File: src/common/rcd_pkg.sv
// package of constants for the receiver command decoder
package rcd_pkg;
    // ------------------------------------------------------------
    // apb register map
    // ------------------------------------------------------------
    localparam logic [7:0] RCD_CMD_OFS = 8'h00;
    localparam logic [7:0] RCD_STAT_OFS = 8'h04;
    localparam logic [7:0] RCD_BAND_OFS = 8'h08;
    localparam logic [7:0] RCD_INIT_OFS = 8'h0C;
    localparam logic [7:0] RCD_ABC_OFS = 8'h10;
    localparam logic [7:0] RCD_HB1_OFS = 8'h14;
    localparam logic [7:0] RCD_HB2_OFS = 8'h18;
    localparam logic [7:0] RCD_SND_OFS = 8'h1C;
    localparam logic [7:0] RCD_FAST_OFS = 8'h20;
    localparam logic [7:0] RCD_BLK_OFS = 8'h24;
    localparam logic [7:0] RCD_FPGA_OFS = 8'h28;
    // ------------------------------------------------------------
    // command classes (top three bits)
    // ------------------------------------------------------------
    localparam logic [2:0] RCD_CLS_DEV = 3'h0;
    localparam logic [2:0] RCD_CLS_INIT = 3'h3;
    localparam logic [2:0] RCD_CLS_MODE = 3'h4;
    localparam logic [2:0] RCD_CLS_SND = 3'h5;
    localparam logic [2:0] RCD_CLS_ANAL = 3'h7;
    localparam int RCD_CLS_MSB = 15;
    localparam int RCD_CLS_LSB = 13;
    localparam int RCD_FAST_BIT = 5;
    localparam int RCD_HB2_BIT = 4;
    localparam int RCD_HB1_BIT = 3;
    localparam logic [7:0] RCD_BLK_MAX = 8'h7F;
    localparam logic [7:0] RCD_FW_VERSION = 8'h11; // arbitrary value
    localparam logic [7:0] RCD_CMP_NONE = 8'h00;
    localparam logic [7:0] RCD_CMP_MEANDER = 8'h20;
    localparam logic [7:0] RCD_CMP_RICE = 8'h40;
    localparam logic [15:0] RCD_ZERO16 = 16'h0000;

    // measurement pass kinds
    typedef enum logic [1:0] {
        RCD_PASS_NONE = 2'b00,
        RCD_PASS_ANALYSE = 2'b01,
        RCD_PASS_FAST = 2'b10,
        RCD_PASS_CAL = 2'b11
    } rcd_pass_t;
endpackage

File: src/hw/rcd_decoder.sv
// receiver command decoder with apb register access
`timescale 1ns/10ps
module rcd_decoder (
    input wire logic core_clk, // 125 MHz clock
    input wire logic rst, // async reset, active high
    input wire logic psel, // apb select
    input wire logic penable, // apb enable
    input wire logic pwrite, // apb direction
    input wire logic [7:0] paddr, // apb byte address
    input wire logic [31:0] pwdata, // apb write data
    output logic [31:0] prdata, // apb read data
    output logic pready, // apb ready
    output logic pslverr, // apb error
    output logic pass_start, // one-cycle pass start pulse
    output rcd_pkg::rcd_pass_t pass_kind, // kind of pass started
    output logic [4:0] band_select, // bands of the pass
    output logic high_band_two_sel // fast pass uses band two
);
    import rcd_pkg::*;

    // ------------------------------------------------------------
    // state
    // ------------------------------------------------------------
    logic [15:0] abc_mode_reg, abc_mode_next; // ext[15:8] mode[7:0]
    logic [15:0] hb1_mode_reg, hb1_mode_next;
    logic [15:0] hb2_mode_reg, hb2_mode_next;
    logic [8:0] abc_rep_reg, abc_rep_next;
    logic [8:0] hb1_rep_reg, hb1_rep_next;
    logic [8:0] hb2_rep_reg, hb2_rep_next;
    logic [8:0] hb1_start_reg, hb1_start_next; // 25 kHz units
    logic [8:0] hb1_step_reg, hb1_step_next;
    logic [8:0] hb1_count_reg, hb1_count_next;
    logic [8:0] hb2_start_reg, hb2_start_next; // 50 kHz units
    logic [8:0] hb2_step_reg, hb2_step_next;
    logic [8:0] hb2_count_reg, hb2_count_next;
    logic [8:0] cycle_cnt_reg, cycle_cnt_next;
    logic [7:0] fpga_word_reg [0:7];
    logic [7:0] fpga_word_next [0:7];
    logic [1:0] synth_sel_reg, synth_sel_next; // 0 auto 1 low 2 high
    logic [1:0] compress_reg, compress_next; // 0 none 1 meander 2 rice
    logic [6:0] mfr_ant_reg, mfr_ant_next; // cal and antenna bits
    logic [7:0] limit_relay_reg, limit_relay_next;
    logic [7:0] atten_reg, atten_next;
    logic [2:0] reinit_reg, reinit_next; // fpga, modes, coef pulses
    logic [7:0] snd_mode_reg, snd_mode_next;
    logic [7:0] fast_a_reg, fast_a_next; // fast parameters A
    logic [7:0] fast_b_reg, fast_b_next; // fast parameters B
    logic [7:0] version_reg, version_next;
    logic [7:0] blk_len_reg, blk_len_next; // signed byte count
    logic blk_drop_reg, blk_drop_next;
    logic [15:0] last_cmd_reg, last_cmd_next;
    logic [31:0] prdata_next;
    logic pass_start_next;
    rcd_pass_t pass_kind_next;
    logic [4:0] band_select_next;
    logic hb2_sel_next;

    logic [2:0] cmd_class;
    logic [3:0] cmd_sub4, cmd_sub_nib;
    logic [8:0] cmd_arg9;
    logic [7:0] cmd_arg8;
    logic wr_en, rd_en, cmd_wr, cmd_ok;

    // field split of the incoming command word
    rcd_field_decode u_fields (
        .cmd_word(pwdata[15:0]),
        .cmd_class(cmd_class),
        .cmd_sub4(cmd_sub4),
        .cmd_sub_nib(cmd_sub_nib),
        .cmd_arg9(cmd_arg9),
        .cmd_arg8(cmd_arg8)
    );

    // ------------------------------------------------------------
    // apb access, always zero wait states
    // ------------------------------------------------------------
    assign wr_en = psel && penable && pwrite;
    assign rd_en = psel && !penable && !pwrite;
    assign cmd_wr = wr_en && (paddr == RCD_CMD_OFS);
    // once a word would push a block past 127 bytes, every later word is swallowed
    assign cmd_ok = cmd_wr && !blk_drop_reg;

    // command decode and register next values
    always_comb begin
        abc_mode_next = abc_mode_reg;
        hb1_mode_next = hb1_mode_reg;
        hb2_mode_next = hb2_mode_reg;
        abc_rep_next = abc_rep_reg;
        hb1_rep_next = hb1_rep_reg;
        hb2_rep_next = hb2_rep_reg;
        hb1_start_next = hb1_start_reg;
        hb1_step_next = hb1_step_reg;
        hb1_count_next = hb1_count_reg;
        hb2_start_next = hb2_start_reg;
        hb2_step_next = hb2_step_reg;
        hb2_count_next = hb2_count_reg;
        cycle_cnt_next = cycle_cnt_reg;
        fpga_word_next = fpga_word_reg;
        synth_sel_next = synth_sel_reg;
        compress_next = compress_reg;
        mfr_ant_next = mfr_ant_reg;
        limit_relay_next = limit_relay_reg;
        atten_next = atten_reg;
        reinit_next = 3'h0;
        snd_mode_next = snd_mode_reg;
        fast_a_next = fast_a_reg;
        fast_b_next = fast_b_reg;
        version_next = version_reg;
        blk_len_next = blk_len_reg;
        blk_drop_next = blk_drop_reg;
        last_cmd_next = last_cmd_reg;
        pass_start_next = 1'b0;
        pass_kind_next = pass_kind;
        band_select_next = band_select;
        hb2_sel_next = high_band_two_sel;
        // two bytes per word; signed count overflow marks the block
        if (cmd_wr && !blk_drop_reg) begin
            if (blk_len_reg > RCD_BLK_MAX - 8'h02) begin
                blk_drop_next = 1'b1;
            end else begin
                blk_len_next = blk_len_reg + 8'h02;
            end
        end
        if (cmd_ok && blk_len_reg <= RCD_BLK_MAX - 8'h02) begin
            last_cmd_next = pwdata[15:0];
            unique case (cmd_class)
                RCD_CLS_ANAL: begin
                    if (!cmd_sub4[3] && cmd_sub_nib == 4'h0) begin
                        pass_start_next = 1'b1;
                        if (cmd_arg8[RCD_FAST_BIT]) begin
                            pass_kind_next = RCD_PASS_FAST;
                            // equal bits fall back to band one
                            hb2_sel_next = cmd_arg8[RCD_HB2_BIT]
                                && !cmd_arg8[RCD_HB1_BIT];
                            band_select_next = 5'h00;
                        end else begin
                            pass_kind_next = RCD_PASS_ANALYSE;
                            band_select_next = cmd_arg8[4:0];
                        end
                    end else if (!cmd_sub4[3] && cmd_sub_nib == 4'h1) begin
                        pass_start_next = 1'b1;
                        pass_kind_next = RCD_PASS_CAL;
                        band_select_next = cmd_arg8[4:0];
                    end
                end
                RCD_CLS_DEV: begin
                    if (cmd_sub4[3] || cmd_sub_nib[3]) begin
                        // bits 12 and 11 lie outside the table
                    end else if (cmd_sub_nib[2:0] == 3'h1) begin
                        version_next = RCD_FW_VERSION;
                    end
                    // no_operation_cmd, sounder tests and undefined store nothing
                end
                RCD_CLS_INIT: begin
                    if (cmd_sub4[3]) begin
                        // bit 12 set is an undefined subtype
                    end else if (!cmd_sub_nib[3]) begin
                        fpga_word_next[cmd_sub_nib[2:0]] = cmd_arg8;
                    end else begin
                        unique case (cmd_sub_nib[2:0])
                            3'h0: reinit_next = 3'h1;
                            3'h1: reinit_next = 3'h2;
                            3'h2: reinit_next = 3'h4;
                            3'h3: begin
                                if (cmd_arg8[1:0] != 2'h3) begin
                                    synth_sel_next = cmd_arg8[1:0];
                                end
                            end
                            3'h4: begin
                                if (cmd_arg8 == RCD_CMP_NONE) begin
                                    compress_next = 2'h0;
                                end else if (cmd_arg8 == RCD_CMP_MEANDER) begin
                                    compress_next = 2'h1;
                                end else if (cmd_arg8 == RCD_CMP_RICE) begin
                                    compress_next = 2'h2;
                                end
                            end
                            3'h5: mfr_ant_next = cmd_arg8[6:0];
                            3'h6: limit_relay_next = cmd_arg8;
                            3'h7: atten_next = cmd_arg8;
                        endcase
                    end
                end
                RCD_CLS_MODE: begin
                    unique case (cmd_sub4)
                        4'h0: abc_mode_next[7:0] = cmd_arg8;
                        4'h1: abc_mode_next[15:8] = cmd_arg8;
                        4'h2: abc_rep_next = cmd_arg9;
                        4'h3: hb1_start_next = cmd_arg9;
                        4'h4: hb1_step_next = cmd_arg9;
                        4'h5: hb1_count_next = cmd_arg9;
                        4'h6: hb1_mode_next[7:0] = cmd_arg8;
                        4'h7: hb1_mode_next[15:8] = cmd_arg8;
                        4'h8: hb1_rep_next = cmd_arg9;
                        4'h9: hb2_start_next = cmd_arg9;
                        4'hA: hb2_step_next = cmd_arg9;
                        4'hB: hb2_count_next = cmd_arg9;
                        4'hC: hb2_mode_next[7:0] = cmd_arg8;
                        4'hD: hb2_mode_next[15:8] = cmd_arg8;
                        4'hE: hb2_rep_next = cmd_arg9;
                        4'hF: cycle_cnt_next = cmd_arg9;
                    endcase
                end
                RCD_CLS_SND: begin
                    if (cmd_sub4[3]) begin
                        // bit 12 set is an undefined subtype
                    end else if (cmd_sub_nib == 4'h0) begin
                        snd_mode_next = cmd_arg8;
                    end else if (cmd_sub_nib == 4'hE) begin
                        fast_a_next = cmd_arg8;
                    end else if (cmd_sub_nib == 4'hF) begin
                        fast_b_next = cmd_arg8;
                    end
                end
                default: begin
                    // other classes are handled elsewhere; ignored
                end
            endcase
        end
        // software closes a block by writing the block register
        if (wr_en && paddr == RCD_BLK_OFS) begin
            blk_len_next = 8'h00;
            blk_drop_next = 1'b0;
        end
    end

    // read mux, sampled in the setup cycle
    always_comb begin
        prdata_next = 32'h0000_0000;
        if (rd_en) begin
            unique case (paddr)
                RCD_CMD_OFS: prdata_next = {16'h0000, last_cmd_reg};
                RCD_STAT_OFS: prdata_next = {15'h0000, blk_drop_reg,
                    version_reg, 1'b0, synth_sel_reg, compress_reg,
                    1'b0, pass_kind};
                RCD_BAND_OFS: prdata_next = {26'h0000000,
                    high_band_two_sel, band_select};
                RCD_INIT_OFS: prdata_next = {9'h000, mfr_ant_reg,
                    limit_relay_reg, atten_reg};
                RCD_ABC_OFS: prdata_next = {7'h00, abc_rep_reg,
                    abc_mode_reg};
                RCD_HB1_OFS: prdata_next = {hb1_mode_reg[7:0],
                    hb1_count_reg[7:0], hb1_step_reg[7:0],
                    hb1_start_reg[7:0]};
                RCD_HB2_OFS: prdata_next = {hb2_mode_reg[7:0],
                    hb2_count_reg[7:0], hb2_step_reg[7:0],
                    hb2_start_reg[7:0]};
                RCD_SND_OFS: prdata_next = {7'h00, cycle_cnt_reg,
                    hb2_rep_reg[7:0], snd_mode_reg};
                RCD_FAST_OFS: prdata_next = {hb1_rep_reg[7:0],
                    hb2_mode_reg[15:8], fast_b_reg, fast_a_reg};
                RCD_BLK_OFS: prdata_next = {24'h000000, blk_len_reg};
                RCD_FPGA_OFS: prdata_next = {fpga_word_reg[3],
                    fpga_word_reg[2], fpga_word_reg[1], fpga_word_reg[0]};
                default: prdata_next = 32'h0000_0000;
            endcase
        end
    end

    // ------------------------------------------------------------
    // registers
    // ------------------------------------------------------------
    always_ff @(posedge core_clk or posedge rst) begin
        if (rst) begin
            abc_mode_reg <= 16'h0000;
            hb1_mode_reg <= 16'h0000;
            hb2_mode_reg <= 16'h0000;
            abc_rep_reg <= 9'h000;
            hb1_rep_reg <= 9'h000;
            hb2_rep_reg <= 9'h000;
            hb1_start_reg <= 9'h000;
            hb1_step_reg <= 9'h000;
            hb1_count_reg <= 9'h000;
            hb2_start_reg <= 9'h000;
            hb2_step_reg <= 9'h000;
            hb2_count_reg <= 9'h000;
            cycle_cnt_reg <= 9'h000;
            for (int i = 0; i < 8; i++) begin
                fpga_word_reg[i] <= 8'h00;
            end
            synth_sel_reg <= 2'h0;
            compress_reg <= 2'h0;
            mfr_ant_reg <= 7'h00;
            limit_relay_reg <= 8'h00;
            atten_reg <= 8'h00;
            reinit_reg <= 3'h0;
            snd_mode_reg <= 8'h00;
            fast_a_reg <= 8'h00;
            fast_b_reg <= 8'h00;
            version_reg <= 8'h00;
            blk_len_reg <= 8'h00;
            blk_drop_reg <= 1'b0;
            last_cmd_reg <= 16'h0000;
            prdata <= 32'h0000_0000;
            pass_start <= 1'b0;
            pass_kind <= RCD_PASS_NONE;
            band_select <= 5'h00;
            high_band_two_sel <= 1'b0;
        end else begin
            abc_mode_reg <= abc_mode_next;
            hb1_mode_reg <= hb1_mode_next;
            hb2_mode_reg <= hb2_mode_next;
            abc_rep_reg <= abc_rep_next;
            hb1_rep_reg <= hb1_rep_next;
            hb2_rep_reg <= hb2_rep_next;
            hb1_start_reg <= hb1_start_next;
            hb1_step_reg <= hb1_step_next;
            hb1_count_reg <= hb1_count_next;
            hb2_start_reg <= hb2_start_next;
            hb2_step_reg <= hb2_step_next;
            hb2_count_reg <= hb2_count_next;
            cycle_cnt_reg <= cycle_cnt_next;
            fpga_word_reg <= fpga_word_next;
            synth_sel_reg <= synth_sel_next;
            compress_reg <= compress_next;
            mfr_ant_reg <= mfr_ant_next;
            limit_relay_reg <= limit_relay_next;
            atten_reg <= atten_next;
            reinit_reg <= reinit_next;
            snd_mode_reg <= snd_mode_next;
            fast_a_reg <= fast_a_next;
            fast_b_reg <= fast_b_next;
            version_reg <= version_next;
            blk_len_reg <= blk_len_next;
            blk_drop_reg <= blk_drop_next;
            last_cmd_reg <= last_cmd_next;
            if (rd_en) begin
                prdata <= prdata_next;
            end
            pass_start <= pass_start_next;
            pass_kind <= pass_kind_next;
            band_select <= band_select_next;
            high_band_two_sel <= hb2_sel_next;
        end
    end

    // zero wait states; no error is signalled
    assign pready = 1'b1;
    assign pslverr = 1'b0;
endmodule

File: src/hw/rcd_field_decode.sv
// combinational split of a command word into class and subtype
`timescale 1ns/10ps
module rcd_field_decode (
    input wire logic [15:0] cmd_word, // command word
    output logic [2:0] cmd_class, // major class
    output logic [3:0] cmd_sub4, // bits 12..9
    output logic [3:0] cmd_sub_nib, // bits 11..8
    output logic [8:0] cmd_arg9, // bits 8..0
    output logic [7:0] cmd_arg8 // bits 7..0
);
    import rcd_pkg::*;
    // ------------------------------------------------------------
    // field split
    // ------------------------------------------------------------
    always_comb begin
        cmd_class = cmd_word[RCD_CLS_MSB:RCD_CLS_LSB];
        cmd_sub4 = cmd_word[12:9];
        cmd_sub_nib = cmd_word[11:8];
        cmd_arg9 = cmd_word[8:0];
        cmd_arg8 = cmd_word[7:0];
    end
endmodule

File: config.mk
export PLATFORM = sky130hd
export DESIGN_NAME = rcd_decoder
export DESIGN_NICKNAME = d
export VERILOG_FILES = /design/src/common/rcd_pkg.sv /design/src/hw/rcd_decoder.sv /design/src/hw/rcd_field_decode.sv
export SDC_FILE = /design/constraint.sdc
export NUM_CORES = 1
export LEC_CHECK = 0
export ABC_AREA = 1
export BUFFER_PORTS_ARGS = -buffer_cell sky130_fd_sc_hd__buf_2
export CELL_PAD_IN_SITES_DETAIL_PLACEMENT = 0
export CELL_PAD_IN_SITES_GLOBAL_PLACEMENT = 1
export CORE_MARGIN = 4
export CORE_UTILIZATION = 30
export DETAILED_ROUTE_END_ITERATION = 10
export HOLD_SLACK_MARGIN = 0.15
export PLACE_DENSITY = 0.56
export RECOVER_POWER = 100
export SYNTH_ARGS = -nofsm -noshare
export SYNTH_HDL_FRONTEND = slang
export SYNTH_SLANG_ARGS = --single-unit
File: constraint.sdc
create_clock -name core_clk -period 12.6 [get_ports core_clk]
set_input_delay 0.63 -clock core_clk [delete_from_list [all_inputs] [get_ports core_clk]]
set_output_delay 0.63 -clock core_clk [all_outputs]
set_load 0.02 [all_outputs]
**Word level (Yosys, flattened, before mapping)**

Index checks and enable logic that the tools add are counted.

- Bits in registers: 304
- Input port bits: 45
- Output and inout bits: 43
- Word-level logic and storage cells: 171

- Add/subtract/negate cells: 1
- Magnitude comparators: 4
- Eq/ne operators: 41
- Multiplexer cells: 23
- Bitwise gates (word level): 6
- Reduce and logical (&&, ||, !) cells: 56

Operators with widths:

| operator | count |
|---|---|
| 32-bit case mux with 11 select lines | 1 |
| 64-bit bitwise mux | 1 |
| 3-bit AND reduction | 16 |
| 4-bit equality test, second input constant | 10 |
| 8-bit by 5-bit equality test with 1-bit output, second input constant | 4 |
| 8-bit by 6-bit equality test with 1-bit output, second input constant | 4 |
| 8-bit two-way mux | 4 |
| 8-bit demux with 3-bit select | 1 |
| 3-bit equality test, second input constant | 7 |
| 5-bit AND reduction | 4 |
| 6-bit AND reduction | 3 |
| 8-bit by 4-bit equality test with 1-bit output, second input constant | 2 |
| 8-bit zero test | 2 |
| 4-bit AND reduction | 4 |
| 5-bit two-way mux | 3 |
| 4-bit by 3-bit equality test with 1-bit output, second input constant | 3 |
| 1-bit logical AND | 12 |
| 2-bit two-way mux | 6 |
| 8-bit by 2-bit adder with 8-bit output, second input constant | 1 |
| 4-bit by 1-bit equality test with 1-bit output, second input constant | 2 |
| 4-bit by 2-bit equality test with 1-bit output, second input constant | 2 |
| 8-bit by 3-bit equality test with 1-bit output, second input constant | 1 |
| 8-bit by 7-bit equality test with 1-bit output, second input constant | 1 |
| 8-bit by 7-bit greater-than comparator with 1-bit output, second input constant | 1 |
| other kinds (17) | 36 |

**Longest topological paths before layout**

- Word-level depth: 6
- Gate-level depth with buffers: 12
- Gate-level depth less buffers: 11

**Cells and area by module**

Synthesis repeated with hierarchy kept, for this count alone.

- Cell total of the unflattened synthesis: 1,696
- Area total of the unflattened synthesis: 13,272.7 um^2

Modules (own cells, without submodules):

| module | times used | cells an instance | area an instance (um^2) | seq. area each (um^2) |
|---|---|---|---|---|
| rcd_decoder | 1 | 1,668 | 13,062.5 | 6,781.5 |
| rcd_field_decode | 1 | 28 | 210.2 | 0.0 |

**Least setup slack after synthesis**

OpenSTA, ideal clock, no wires.

- Kind: input -> register
- From: in paddr[1]
- To: reg hb2_start_reg[6]
- Arrival time: 1.938 ns
- Required time: 12.469 ns
- Path slack: 10.531 ns
- Stages on the path: 10
- Cell sequence: nor2_1 -> nand2_2 -> nor2_4 -> nand3_4 -> nor2_8 -> buf_6 -> nand3_2 -> buf_2 -> nand2_1 -> o21ai_1

- Cells in the longest elaborated chain, start to end: 5

RTL lines:

| element | RTL line | source |
|---|---|---|
| start: declaration | rcd_decoder.sv:9 | `input wire logic [7:0] paddr,` |
| 8-bit zero test | rcd_decoder.sv:79 | `assign cmd_wr = wr_en && (paddr == RCD_CMD_OFS);` |
| 1-bit logical AND | rcd_decoder.sv:79 |  |
| 1-bit logical AND | rcd_decoder.sv:81 | `assign cmd_ok = cmd_wr && !blk_drop_reg;` |
| 1-bit logical AND | rcd_decoder.sv:124 | `if (cmd_ok && blk_len_reg <= RCD_BLK_MAX - 8'h02) begin` |
| 3-bit AND reduction (no line) | - |  |
| end signal: assignment | rcd_decoder.sv:309 | `hb2_start_reg <= hb2_start_next;` |
| end: declaration | rcd_decoder.sv:33 | `logic [8:0] hb2_start_reg, hb2_start_next;` |

No other way between the ends.
A chain may end at the register's enable or synchronous reset.

==> flow_summary.yaml <==
timing:
  skew_ps: 11.1
  fin_ws_ps: 6330
  rsz0062_at_grt: "false"
  finalSetupTns_ps: 0
  max-slew-margin-rel_pct: -196
  setup_violations: 0
  timing.hold.ws_ps: 417
  hold_violations: 0
  tightest_slew_ps: 4410
  timing.final.crit_share_pct: 49.8
  max_freq_mhz: 159
  slew_violations: 317
  fin_crit_ps: 6270
finish:
  drive_above_1_share_pct: 6.24
  fill_cells: 4592
  postLayoutCoreUtil_pct: 34.4
  diodes: 0
  final_cells: 2255
  final_area_um2: 14500
  final_nets: 1737
  syn_to_final_growth_pct: 12.9
critical_path:
  start_kind: "input pin"
  path_class: "input pin to async pin"
  arrival_ps: 6040
  crit_path_end_kind: "async pin"
  cp_max_fo: 96
  worst_ep_required_time_ps: 12370
detailed_routing:
  drt_iter0_drc: 783
  ant_nets: 0
  routed_via_density: 4.84
  wl_per_cell_um: 20.4
  dr.pass1.iters: 5
  routed_wl_mm: 45.9
  drcViolationCount: 0
  vias: 10900
placement:
  dp.cells: 2193
  placed_area_um2: 13600
  io_buffers: 69
  place_ws_ps: 8870
  dpl.hpwl_mm: 28.8
  gp_congestion: 0.794
logic_synthesis:
  ys_ff_latch: 271
  syn-num-nets: 1701
  ys_types: 35
  ys_top_cells_by_count: "nand2_1 (644), dfrtp_1 (271), nand3_1 (140)"
  ys.warnings.count: 0
  synth_top_area_share_pct: 52.7
  avgSynthCellArea_um2: 7.77
  ys_seq_area_share_pct: 52.7
  async_flop_share_pct: 100
  synth.largest_area_cell: "dfrtp_1"
  ys_top_cells_by_area: "dfrtp_1 (53%), nand2_1 (19%), nand3_1 (5.4%)"
  yosysMostFrequentCell: "nand2_1"
  synthCells: 1655
  synth_edf_count: 0
  netlist_area_um2: 12900
  ys.flop_type: "dfrtp_1"
clock_tree:
  post_cts_resized: 0
  cts.clk_slew.worst_paths_ps: 60
  clock_sinks: 271
  cts_max_path_buffers: 3
  postCtsSetupRepairBufs: 0
  h-tree-depth: 2
  cts_buffers: 35
  ctsHoldBuffers: 0
  cts-root-buf: "clkbuf_16"
  cts_tree: "built"
  clock_latency_ps: 540
grt:
  grt_pass1_vias: 10800
  grt_overflow: 0
  grt_max_degree: 97
  grt_pass1_wl_mm: 69.7
  grtUsageTotal_pct: 19.8
  antenna_found_initial: 1
pwr:
  power_leakage_nw: 7.20
  p_per_area_nw_per_um2: 137
  power_mw: 1.98
  peakVddDrop_mv: 0.0650
outcome:
  violations: "max-capacitance violations, max-slew violations"
  outcome: "complete, but fails checks"
die:
  core-area_um2: 42100
  dieArea_um2: 46200
  ios: 88
  start_util_pct: 30.5
  die_y_um: 215
  rows: 75
  die_w_um: 215
flow_run:
  drv_cap: 6
hold_path:
  min_path_type: "input pin to flop"
==> worst paths after layout <==
path / endpoint / depth (start not counted) / slack, ps / start
setup / recovery: hb2_mode_reg[3] / 3 / 6330 / rst
hold / removal: last_cmd_reg[12] / 3 / 420 / pwdata[12]
setup reg to reg: hb2_rep_reg[1] / 7 / 7370 / blk_len_reg[1]
hold reg to reg: fpga_word_reg[49] / 2 / 470 / fpga_word_reg[49]
max in group core_clk: hb2_rep_reg[1] / 8 / 6750 / paddr[1]
min in group asynchronous: mfr_ant_reg[2] / 2 / 1390 / rst
==> worst max-delay path: stages <==
cell and delay, ps:
buf_2 100, clkinvlp_2 2400, clkbuf_1 2820
==> report_power, final <==
group          switching [mW]  total, mW  internal (mW)  leakage [nW]
sequential           0.000507      0.872          0.872          3.69
combinational          0.0693     0.0785        0.00927          2.92
clock                   0.393       1.03          0.639         0.580
total                   0.463       1.98           1.52          7.20
==> layout make-up <==
| class | instances | area [um^2] | share of cell area, % |
|---|---|---|---|
| well taps | 539 | 674 | 4.65 |
| clock inverters | 8 | 115 | 0.793 |
| inverters | 105 | 395 | 2.72 |
| repair buffers | 87 | 413 | 2.84 |
| multi-input cells | 1191 | 5080 | 35.0 |
| flip-flops and latches | 271 | 6780 | 46.7 |
| clock buffers | 54 | 1060 | 7.30 |
==> metal layers <==
layer  vias up  GRT usage [%]  share of wire, %
met4         0           4.06               1.8
li1       5342              -                 -
met3        57           3.32               4.7
met5         -              0                 0
met2       220           33.3                48
met1      5305           27.2                46
==> cells by family (layout without fill, tap and decap cells) <==
kind of cell             after synthesis  in the layout  share of synthesized area, %
other                                  2              2                        0.0584
AND/OR/NAND/NOR                      991            991                          33.1
XOR/XNOR                               1              1                        0.0681
buffers and inverters                193            254                          6.27
flip-flops                           271            271                          52.7
AO/OA/AOI/OAI                        196            196                          7.66
adder cells (fa/ha/maj)                1              1                        0.0973
==> cell usage in the layout, fill, tap and decap left out, drive strengths merged, types with 2 or more instances in the layout <==
cell    Yosys  routed
inv       104     103
bufinv      0       3
nand3     159     159
o21ai     191     191
clkinv      1       6
conb        2       2
dfrtp     271     271
clkbuf     56     100
nand3b      2       2
a21oi       4       4
buf        32      41
nor3        8       8
nand4      30      30
nor2      144     144
nand2     645     645
Note: power is estimated with default switching activity, not from simulation.
